<file path="src/inc/three_wire_pkg.sv">
package three_wire_pkg;
    localparam logic [15:0] ADDR_ASYNC_MODE = 16'hff70;
    localparam logic [15:0] ADDR_SYNC_MODE = 16'hff72;
    localparam logic [15:0] ADDR_BAUD_SEL = 16'hff73;
    localparam logic [15:0] ADDR_SHIFT_IO = 16'hff74;
    localparam logic [7:0] ASYNC_MODE_RESET = 8'h00;
    localparam logic [7:0] SYNC_MODE_RESET = 8'h00;
    localparam logic [7:0] BAUD_SEL_RESET = 8'h00;
    localparam logic [7:0] ASYNC_MODE_MASK = 8'hfc;
    localparam logic [7:0] SYNC_MODE_MASK = 8'h86;
    localparam logic [7:0] BAUD_SEL_MASK = 8'hf0;
    localparam int BIT_TX_ENABLE = 7;
    localparam int BIT_RX_ENABLE = 6;
    localparam int BIT_PARITY_HI = 5;
    localparam int BIT_PARITY_LO = 4;
    localparam int BIT_CHAR_LEN = 3;
    localparam int BIT_STOP_LEN = 2;
    localparam int BIT_THREE_WIRE_EN = 7;
    localparam int BIT_ORDER = 2;
    localparam int BIT_CLK_SRC = 1;
    localparam int SRC_CODE_LSB = 4;
    localparam logic [3:0] SRC_CODE_MAX = 4'h7;
    localparam logic [3:0] FRAME_BITS = 4'h8;
    localparam logic [3:0] CHAR_BITS_SHORT = 4'h7;
    localparam logic [3:0] CHAR_BITS_LONG = 4'h8;
    localparam logic [1:0] STOP_BITS_ONE = 2'h1;
    localparam logic [1:0] STOP_BITS_TWO = 2'h2;
    typedef enum logic [1:0] {
        PAR_NONE = 2'h0,
        PAR_ZERO = 2'h1,
        PAR_ODD = 2'h2,
        PAR_EVEN = 2'h3
    } parity_e;
    typedef enum logic [1:0] {
        ST_IDLE = 2'h0,
        ST_LOW = 2'h1,
        ST_HIGH = 2'h3
    } shift_state_e;
endpackage

</file>
<file path="src/inc/baud_if.sv">
`timescale 1ns/1ps
interface baud_if;
    logic run;
    logic [3:0] code;
    logic tick;
    modport ctrl (output run, output code, input tick);
    modport gen (input run, input code, output tick);
endinterface

</file>
<file path="src/core/baud_divider.sv">
`timescale 1ns/1ps
module baud_divider (
    input wire logic clk_i,
    input wire logic rst_i,
    baud_if.gen bus
);
    logic [8:0] count_r;
    logic [8:0] limit;

    // One tick per half shift clock: a half period is 2^n cycles of fx, n = code + 1.
    assign limit = 9'((9'h1 << (bus.code + 4'h1)) - 9'h1);

    always_ff @(posedge clk_i or posedge rst_i) begin
        if (rst_i) begin
            count_r <= 9'h000;
        end else if (!bus.run || bus.tick) begin
            count_r <= 9'h000;
        end else begin
            count_r <= count_r + 9'h001;
        end
    end

    assign bus.tick = bus.run && (count_r == limit);
endmodule

</file>
<file path="src/core/three_wire_serial_io.sv">
`timescale 1ns/1ps
module three_wire_serial_io (
    input wire logic clk_i,
    input wire logic rst_i,
    input wire logic [15:0] addr_i,
    input wire logic wr_i,
    input wire logic rd_i,
    input wire logic [7:0] wdata_i,
    output logic [7:0] rdata_o,
    input wire logic sck_in_i,
    output logic sck_out_o,
    output logic sck_oe_n_o,
    output logic so_o,
    input wire logic si_i,
    output logic transfer_done_irq_o,
    output logic [1:0] parity_mode_o,
    output logic [3:0] char_bits_o,
    output logic [1:0] stop_bits_o
);
    logic [7:0] async_mode_control_r;
    logic [7:0] sync_mode_control_r;
    logic [7:0] baud_source_select_r;
    logic [7:0] shift_io_reg_r;
    logic [7:0] receive_buffer_reg_r;
    logic [3:0] bit_count_r;
    logic so_latch_r;
    logic sck_int_r;
    logic sck_ext_r;
    logic done_r;
    three_wire_pkg::shift_state_e state_r;
    logic three_wire_enable;
    logic bit_order_select;
    logic clock_source_select;
    logic shift_wr;
    logic can_start;
    logic start;
    logic fall_edge;
    logic rise_edge;
    logic active;
    logic last_bit;
    logic [7:0] rdata_r;

    baud_if baud ();
    baud_divider u_baud (
        .clk_i(clk_i),
        .rst_i(rst_i),
        .bus(baud)
    );

    function automatic logic [7:0] reg_write(input logic [7:0] data, input logic [7:0] mask);
        reg_write = data & mask;
    endfunction

    assign three_wire_enable = sync_mode_control_r[three_wire_pkg::BIT_THREE_WIRE_EN];
    assign bit_order_select = sync_mode_control_r[three_wire_pkg::BIT_ORDER];
    assign clock_source_select = sync_mode_control_r[three_wire_pkg::BIT_CLK_SRC];
    assign shift_wr = wr_i && (addr_i == three_wire_pkg::ADDR_SHIFT_IO);
    assign active = (state_r != three_wire_pkg::ST_IDLE);

    // Enable is sampled at the write itself, so setting it later starts nothing.
    assign can_start = three_wire_enable && (clock_source_select ? !active : sck_ext_r);
    assign start = shift_wr && can_start && !active;

    always_ff @(posedge clk_i or posedge rst_i) begin
        if (rst_i) begin
            async_mode_control_r <= three_wire_pkg::ASYNC_MODE_RESET;
            sync_mode_control_r <= three_wire_pkg::SYNC_MODE_RESET;
            baud_source_select_r <= three_wire_pkg::BAUD_SEL_RESET;
        end else if (wr_i) begin
            unique case (addr_i)
                three_wire_pkg::ADDR_ASYNC_MODE: begin
                    // Bits 1:0 are forced to zero on every write.
                    async_mode_control_r <= reg_write(wdata_i, three_wire_pkg::ASYNC_MODE_MASK);
                end
                three_wire_pkg::ADDR_SYNC_MODE: begin
                    sync_mode_control_r <= reg_write(wdata_i, three_wire_pkg::SYNC_MODE_MASK);
                end
                three_wire_pkg::ADDR_BAUD_SEL: begin
                    baud_source_select_r <= reg_write(wdata_i, three_wire_pkg::BAUD_SEL_MASK);
                end
                default: begin
                end
            endcase
        end
    end

    // Async decode fields are exported for the UART side of the port.
    assign parity_mode_o = async_mode_control_r[three_wire_pkg::BIT_PARITY_HI:
        three_wire_pkg::BIT_PARITY_LO];
    assign char_bits_o = async_mode_control_r[three_wire_pkg::BIT_CHAR_LEN] ?
        three_wire_pkg::CHAR_BITS_LONG : three_wire_pkg::CHAR_BITS_SHORT;
    assign stop_bits_o = async_mode_control_r[three_wire_pkg::BIT_STOP_LEN] ?
        three_wire_pkg::STOP_BITS_TWO : three_wire_pkg::STOP_BITS_ONE;

    // External clock is only a sampled level; the prescaler plays no part there.
    always_ff @(posedge clk_i or posedge rst_i) begin
        if (rst_i) begin
            sck_ext_r <= 1'b1;
        end else begin
            sck_ext_r <= sck_in_i;
        end
    end

    assign baud.run = active && clock_source_select;
    assign baud.code = baud_source_select_r[three_wire_pkg::SRC_CODE_LSB +: 4];

    assign fall_edge = active && (clock_source_select ? (baud.tick && sck_int_r)
        : (sck_ext_r && !sck_in_i));
    assign rise_edge = active && (clock_source_select ? (baud.tick && !sck_int_r)
        : (!sck_ext_r && sck_in_i));
    assign last_bit = (bit_count_r == three_wire_pkg::FRAME_BITS - 4'h1);

    always_ff @(posedge clk_i or posedge rst_i) begin
        if (rst_i) begin
            state_r <= three_wire_pkg::ST_IDLE;
        end else begin
            unique case (state_r)
                three_wire_pkg::ST_IDLE: begin
                    if (start) begin
                        state_r <= three_wire_pkg::ST_HIGH;
                    end
                end
                three_wire_pkg::ST_HIGH: begin
                    if (fall_edge) begin
                        state_r <= three_wire_pkg::ST_LOW;
                    end
                end
                three_wire_pkg::ST_LOW: begin
                    if (rise_edge && last_bit) begin
                        state_r <= three_wire_pkg::ST_IDLE;
                    end else if (rise_edge) begin
                        state_r <= three_wire_pkg::ST_HIGH;
                    end
                end
                default: begin
                    state_r <= three_wire_pkg::ST_IDLE;
                end
            endcase
        end
    end

    // Idle level high, so each frame opens with a falling edge.
    always_ff @(posedge clk_i or posedge rst_i) begin
        if (rst_i) begin
            sck_int_r <= 1'b1;
        end else if (!active || !clock_source_select) begin
            sck_int_r <= 1'b1;
        end else if (baud.tick) begin
            sck_int_r <= !sck_int_r;
        end
    end

    always_ff @(posedge clk_i or posedge rst_i) begin
        if (rst_i) begin
            bit_count_r <= 4'h0;
        end else if (start) begin
            bit_count_r <= 4'h0;
        end else if (rise_edge && !last_bit) begin
            bit_count_r <= bit_count_r + 4'h1;
        end
    end

    // One register serves as both shift directions: transmit bit leaves, received bit enters.
    always_ff @(posedge clk_i or posedge rst_i) begin
        if (rst_i) begin
            shift_io_reg_r <= 8'h00;
            so_latch_r <= 1'b1;
        end else if (start) begin
            shift_io_reg_r <= wdata_i;
        end else if (fall_edge) begin
            so_latch_r <= bit_order_select ? shift_io_reg_r[0] : shift_io_reg_r[7];
        end else if (rise_edge) begin
            shift_io_reg_r <= bit_order_select ? {si_i, shift_io_reg_r[7:1]}
                : {shift_io_reg_r[6:0], si_i};
        end
    end

    always_ff @(posedge clk_i or posedge rst_i) begin
        if (rst_i) begin
            receive_buffer_reg_r <= 8'h00;
            done_r <= 1'b0;
        end else begin
            done_r <= rise_edge && last_bit;
            if (rise_edge && last_bit) begin
                receive_buffer_reg_r <= bit_order_select ? {si_i, shift_io_reg_r[7:1]}
                    : {shift_io_reg_r[6:0], si_i};
            end
        end
    end

    assign transfer_done_irq_o = done_r;
    assign so_o = so_latch_r;
    assign sck_out_o = sck_int_r;
    assign sck_oe_n_o = !clock_source_select;

    // Read data is registered on the strobe, so it stands from the cycle after rd_i is taken.
    always_ff @(posedge clk_i or posedge rst_i) begin
        if (rst_i) begin
            rdata_r <= 8'h00;
        end else if (rd_i) begin
            unique case (addr_i)
                three_wire_pkg::ADDR_ASYNC_MODE: rdata_r <= async_mode_control_r;
                three_wire_pkg::ADDR_SYNC_MODE: rdata_r <= sync_mode_control_r;
                three_wire_pkg::ADDR_BAUD_SEL: rdata_r <= baud_source_select_r;
                three_wire_pkg::ADDR_SHIFT_IO: begin
                    rdata_r <= active ? shift_io_reg_r : receive_buffer_reg_r;
                end
                default: rdata_r <= 8'h00;
            endcase
        end
    end

    assign rdata_o = rdata_r;
endmodule

</file>
<file path="config.mk">
export PLATFORM = sky130hd
export DESIGN_NAME = three_wire_serial_io
export DESIGN_NICKNAME = d
export VERILOG_FILES = /design/src/inc/three_wire_pkg.sv /design/src/inc/baud_if.sv /design/src/core/baud_divider.sv /design/src/core/three_wire_serial_io.sv
export SDC_FILE = /design/constraint.sdc
export NUM_CORES = 1
export LEC_CHECK = 0
export ABC_AREA = 1
export BUFFER_PORTS_ARGS = -buffer_cell sky130_fd_sc_hd__buf_2
export CORE_MARGIN = 8
export CORE_UTILIZATION = 28
export CTS_BUF_LIST = sky130_fd_sc_hd__clkbuf_8 sky130_fd_sc_hd__clkbuf_16
export DETAILED_ROUTE_END_ITERATION = 16
export SYNTH_ARGS = -nofsm -noshare
export SYNTH_HDL_FRONTEND = slang
export SYNTH_HIERARCHICAL = 1
export SYNTH_SLANG_ARGS = --single-unit
export TNS_END_PERCENT = 10
</file>
<file path="constraint.sdc">
create_clock -name clk_i -period 3.79 [get_ports clk_i]
set_input_delay 0.758 -clock clk_i [delete_from_list [all_inputs] [get_ports clk_i]]
set_output_delay 0.758 -clock clk_i [all_outputs]
set_load 0.01 [all_outputs]
</file>
==> flow_summary_export.csv <==
group,metric,value,unit
global_routing,grt_first_pass_wirelength,14500,um
outcome,status,"completed",
global_routing,grtUsageTotal,0.1120,
critical_path,crit_start,"baud_source_select_r[5]",
routing,drc_errors,0,
clock_network,clock_path_buffers,2,
timing,slew_viol_final,0,
floorplan,initial_utilization,0.2831,
critical_path,cp.required,3970,ps
critical_path,crit_type,"reg2reg",
clock_network,clkTransAtPathRegs,70,ps
synth,synth_area,3358,um2
global_routing,grt_overflow,0,
clock_network,cts-buffers-inserted,5,
synth,yosysSeqAreaShare,0.4184,
clock_network,clock_insertion_delay_worst_skew,290,ps
synth,synth-xor-area-share,0.01565,
floorplan,die-area,15750,um2
critical_path,timing.critical_path.slowest_cell_delay,490,ps
clock_network,cts_setup_buffers,0,
place,place_ws,786.4,ps
timing,worstMarginPinSlew,1017,ps
routing,finalWirelength,8536,um
floorplan,io-pin-count,50,
critical_path,reg2reg_to,"state_r[1]",
routing,drtPass1Iterations,4,
synth,synth_top_family_by_area,"simple AND/OR/NAND/NOR gates",
timing,final.setup.tns,0,ps
synth,synthCells,478,
synth,synth.avg_cell_area,7.026,um2
global_routing,antenna_found_initial,0,
critical_path,crit_top_cell,"nand2_1",
clock_network,htreeDepth,2,
place,dp_hpwl,6806,um
synth,synthDistinctLibCells,29,
critical_path,crit_fanout,17,
critical_path,cp_num_cells,24,
finish,final_cell_mix,"156 x nand2_1, 60 x inv_1, 56 x nand3_1, 53 x dfrtp_1, 49 x buf_2",
floorplan,rows,40,
synth,ys_ff_latch,56,
timing,setup_violations,0,
global_routing,grt_pass1_vias,3051,
synth,synth_compound_area_frac,0.07861,
routing,via_per_inst,4.674,
critical_path,r2r_start,"baud_source_select_r[5]",
critical_path,critPathTopFamily,"simple AND/OR/NAND/NOR gates",
critical_path,end_kind,"flop",
timing,fin_crit_sh,0.8001,
finish,fin_nets,551,
finish,drive_gt1_frac,0.1541,
finish,area_growth,15.01,%
finish,nFillCells,1258,
place,globalplace.congestion,0.8168,
timing,fin_crit,3032,ps
finish,final_common_cell,"nand2_1",
critical_path,arrival,3210,ps
critical_path,r2r_cells,24,
synth,muxShareOfSynthArea,0,
power_and_ir_drop,power_density,302.1,nW/um2
clock_network,cts_root_buffer,"clkbuf_16",
routing,vias,3113,
routing,wl_per_cell,12.82,um
critical_path,crit_path_start_kind,"flop",
power_and_ir_drop,irDropWorstVdd,0.0001415,V
power_and_ir_drop,leakage,1.950,nW
synth,synth_warnings,6,
timing,clock_skew,5.698,ps
synth,synth_edf_count,0,
place,postPlaceCellArea,3695,um2
critical_path,endpoint,"state_r[1]",
finish,fin_util,0.3256,
synth,synthSimpleGateAreaFrac,0.3770,
critical_path,r2r_setup_slack,760,ps
routing,initialDrtViolationCount,187,
finish,fin_area,3862,um2
timing,relSlewSlack,0.3209,
critical_path,cpMaxStageDelayCell,"dfrtp_1",
floorplan,core,11860,um2
critical_path,path_buf_inv,5,
hold_path,min_path_type,"in2async",
routing,antenna_left,0,
global_routing,grt_max_degree,48,
run,drv_cap,0,
finish,diodes,0,
timing,hold_violations,0,
floorplan,dieHeight,125.5,um
synth,synthFlopType,"dfrtp_1",
timing,fin_ws,757.6,ps
clock_network,clock-sinks,56,
clock_network,cts_tree,"yes",
clock_network,ctsHoldBuffers,0,
timing,grt_setup_unrepaired,"false",
timing,max_freq,329.8,MHz
place,io_buffers,49,
synth,synthAdderAreaFrac,0.01118,
floorplan,fp.dieW,125.5,um
synth,async_flop_share,1.000,
synth,synth_nets,511,
clock_network,cts_resized,0,
critical_path,worstPathCellList,"inv_1 > nand2_1 > inv_1 > nand2_1 > ha_1 > inv_1 > nand2_1 > nand2_1 > nand2_1 > nand2_1 > nor2_1 > nand3_1 > nor2_1 > nand3_2 > nor2_1 > nand2_1 > nand2_1 > nand3_1 > inv_1 > nand2_1 > inv_1 > nand2_1 > nand2_1 > nand2_1",
==> cells in the mapped netlist (5+ instances only) <==
library cell | instances | area (um2)
nor2_2 | 6 | 37.54
nand2_1 | 156 | 585.6
clkbuf_1 | 5 | 18.77
nand4_1 | 13 | 81.33
buf_4 | 6 | 45.04
a21oi_1 | 5 | 25.02
inv_1 | 61 | 229.0
nor2_1 | 34 | 127.6
nand3_1 | 56 | 280.3
dfrtp_1 | 53 | 1326
buf_2 | 5 | 25.02
o21ai_0 | 46 | 230.2
==> power breakdown <==
group          internal [mW]  switching [mW]
clock network          0.311           0.210
logic                 0.0151          0.0325
registers              0.598        0.000434
==> state kept, by name (all words and copies together), names as in the netlist, 2 cells and up <==
| name | count |
|---|---|
| u_baud/count_r | 9 |
| rdata_o | 8 |
| receive_buffer_reg_r | 8 |
| shift_io_reg_r | 8 |
| async_mode_control_r | 6 |
| baud_source_select_r | 4 |
| bit_count_r | 4 |
| sync_mode_control_r | 3 |
| state_r | 2 |
==> through the flow <==
stage               hold slack [ps]  power, mW  cells
global placement              463.0     0.6579    658
CTS                           439.4      1.184    666
detailed placement            468.2     0.6594    658
global route                  454.7      1.215    666
floorplan                     453.4     0.6335    478
finish                        428.9      1.167    666
==> routing by layer <==
metal	global-route usage	vias to the layer above	wire length [um]
li1	-	1606	-
met1	0.1315	1440	3856
met2	0.2012	54	4231
met3	0.02040	13	297
met4	0.03510	0	151
met5	0	-	0
==> kinds of logic (layout without fill, tap and decap cells) <==
| kind of cell | count (synthesis) | after routing |
|---|---|---|
| fa+ha+maj | 3 | 3 |
| xor+xnor | 6 | 6 |
| simple gates | 282 | 282 |
| buf+inv | 79 | 120 |
| flops | 56 | 56 |
| compound gates | 52 | 52 |
==> area by class of cell <==
class	instances	area, um2	share of cell area
multi-input combinational	343	1620	0.4195
sequential	56	1405	0.3638
clock buffer	5	125.1	0.03239
timing repair buffer	50	252.7	0.06544
tap	147	183.9	0.04762
inverter	62	232.7	0.06025
clock inverter	3	42.54	0.01101
==> worst reg2reg max path, stage by stage, from the launching register on <==
cell and delay [ps]:
dfrtp_1 490, inv_1 100, nand2_1 120, inv_1 60, nand2_1 60, ha_1 280, inv_1 110, nand2_1 70
nand2_1 50, nand2_1 60, nand2_1 50, nor2_1 80, nand3_1 70, nor2_1 120, nand3_2 120, nor2_1 140
nand2_1 80, nand2_1 60, nand3_1 100, inv_1 120, nand2_1 270, inv_1 150, nand2_1 60, nand2_1 80
nand2_1 50
==> how the worst min path moves through the flow <==
stage                            start                 endpoint  slack, ps  depth (start not counted)
2_1_floorplan  receive_buffer_reg_r[1]  receive_buffer_reg_r[1]        450                          2
3_3_place_gp                rdata_o[6]               rdata_o[6]        460                          2
3_5_place_dp                rdata_o[0]               rdata_o[0]        470                          2
4_1_cts                          rst_i        u_baud/count_r[4]        440                          2
5_1_grt                          rst_i        u_baud/count_r[4]        450                          2
6_report                         rst_i        u_baud/count_r[4]        430                          2
Power figures use the tool's default switching activity.
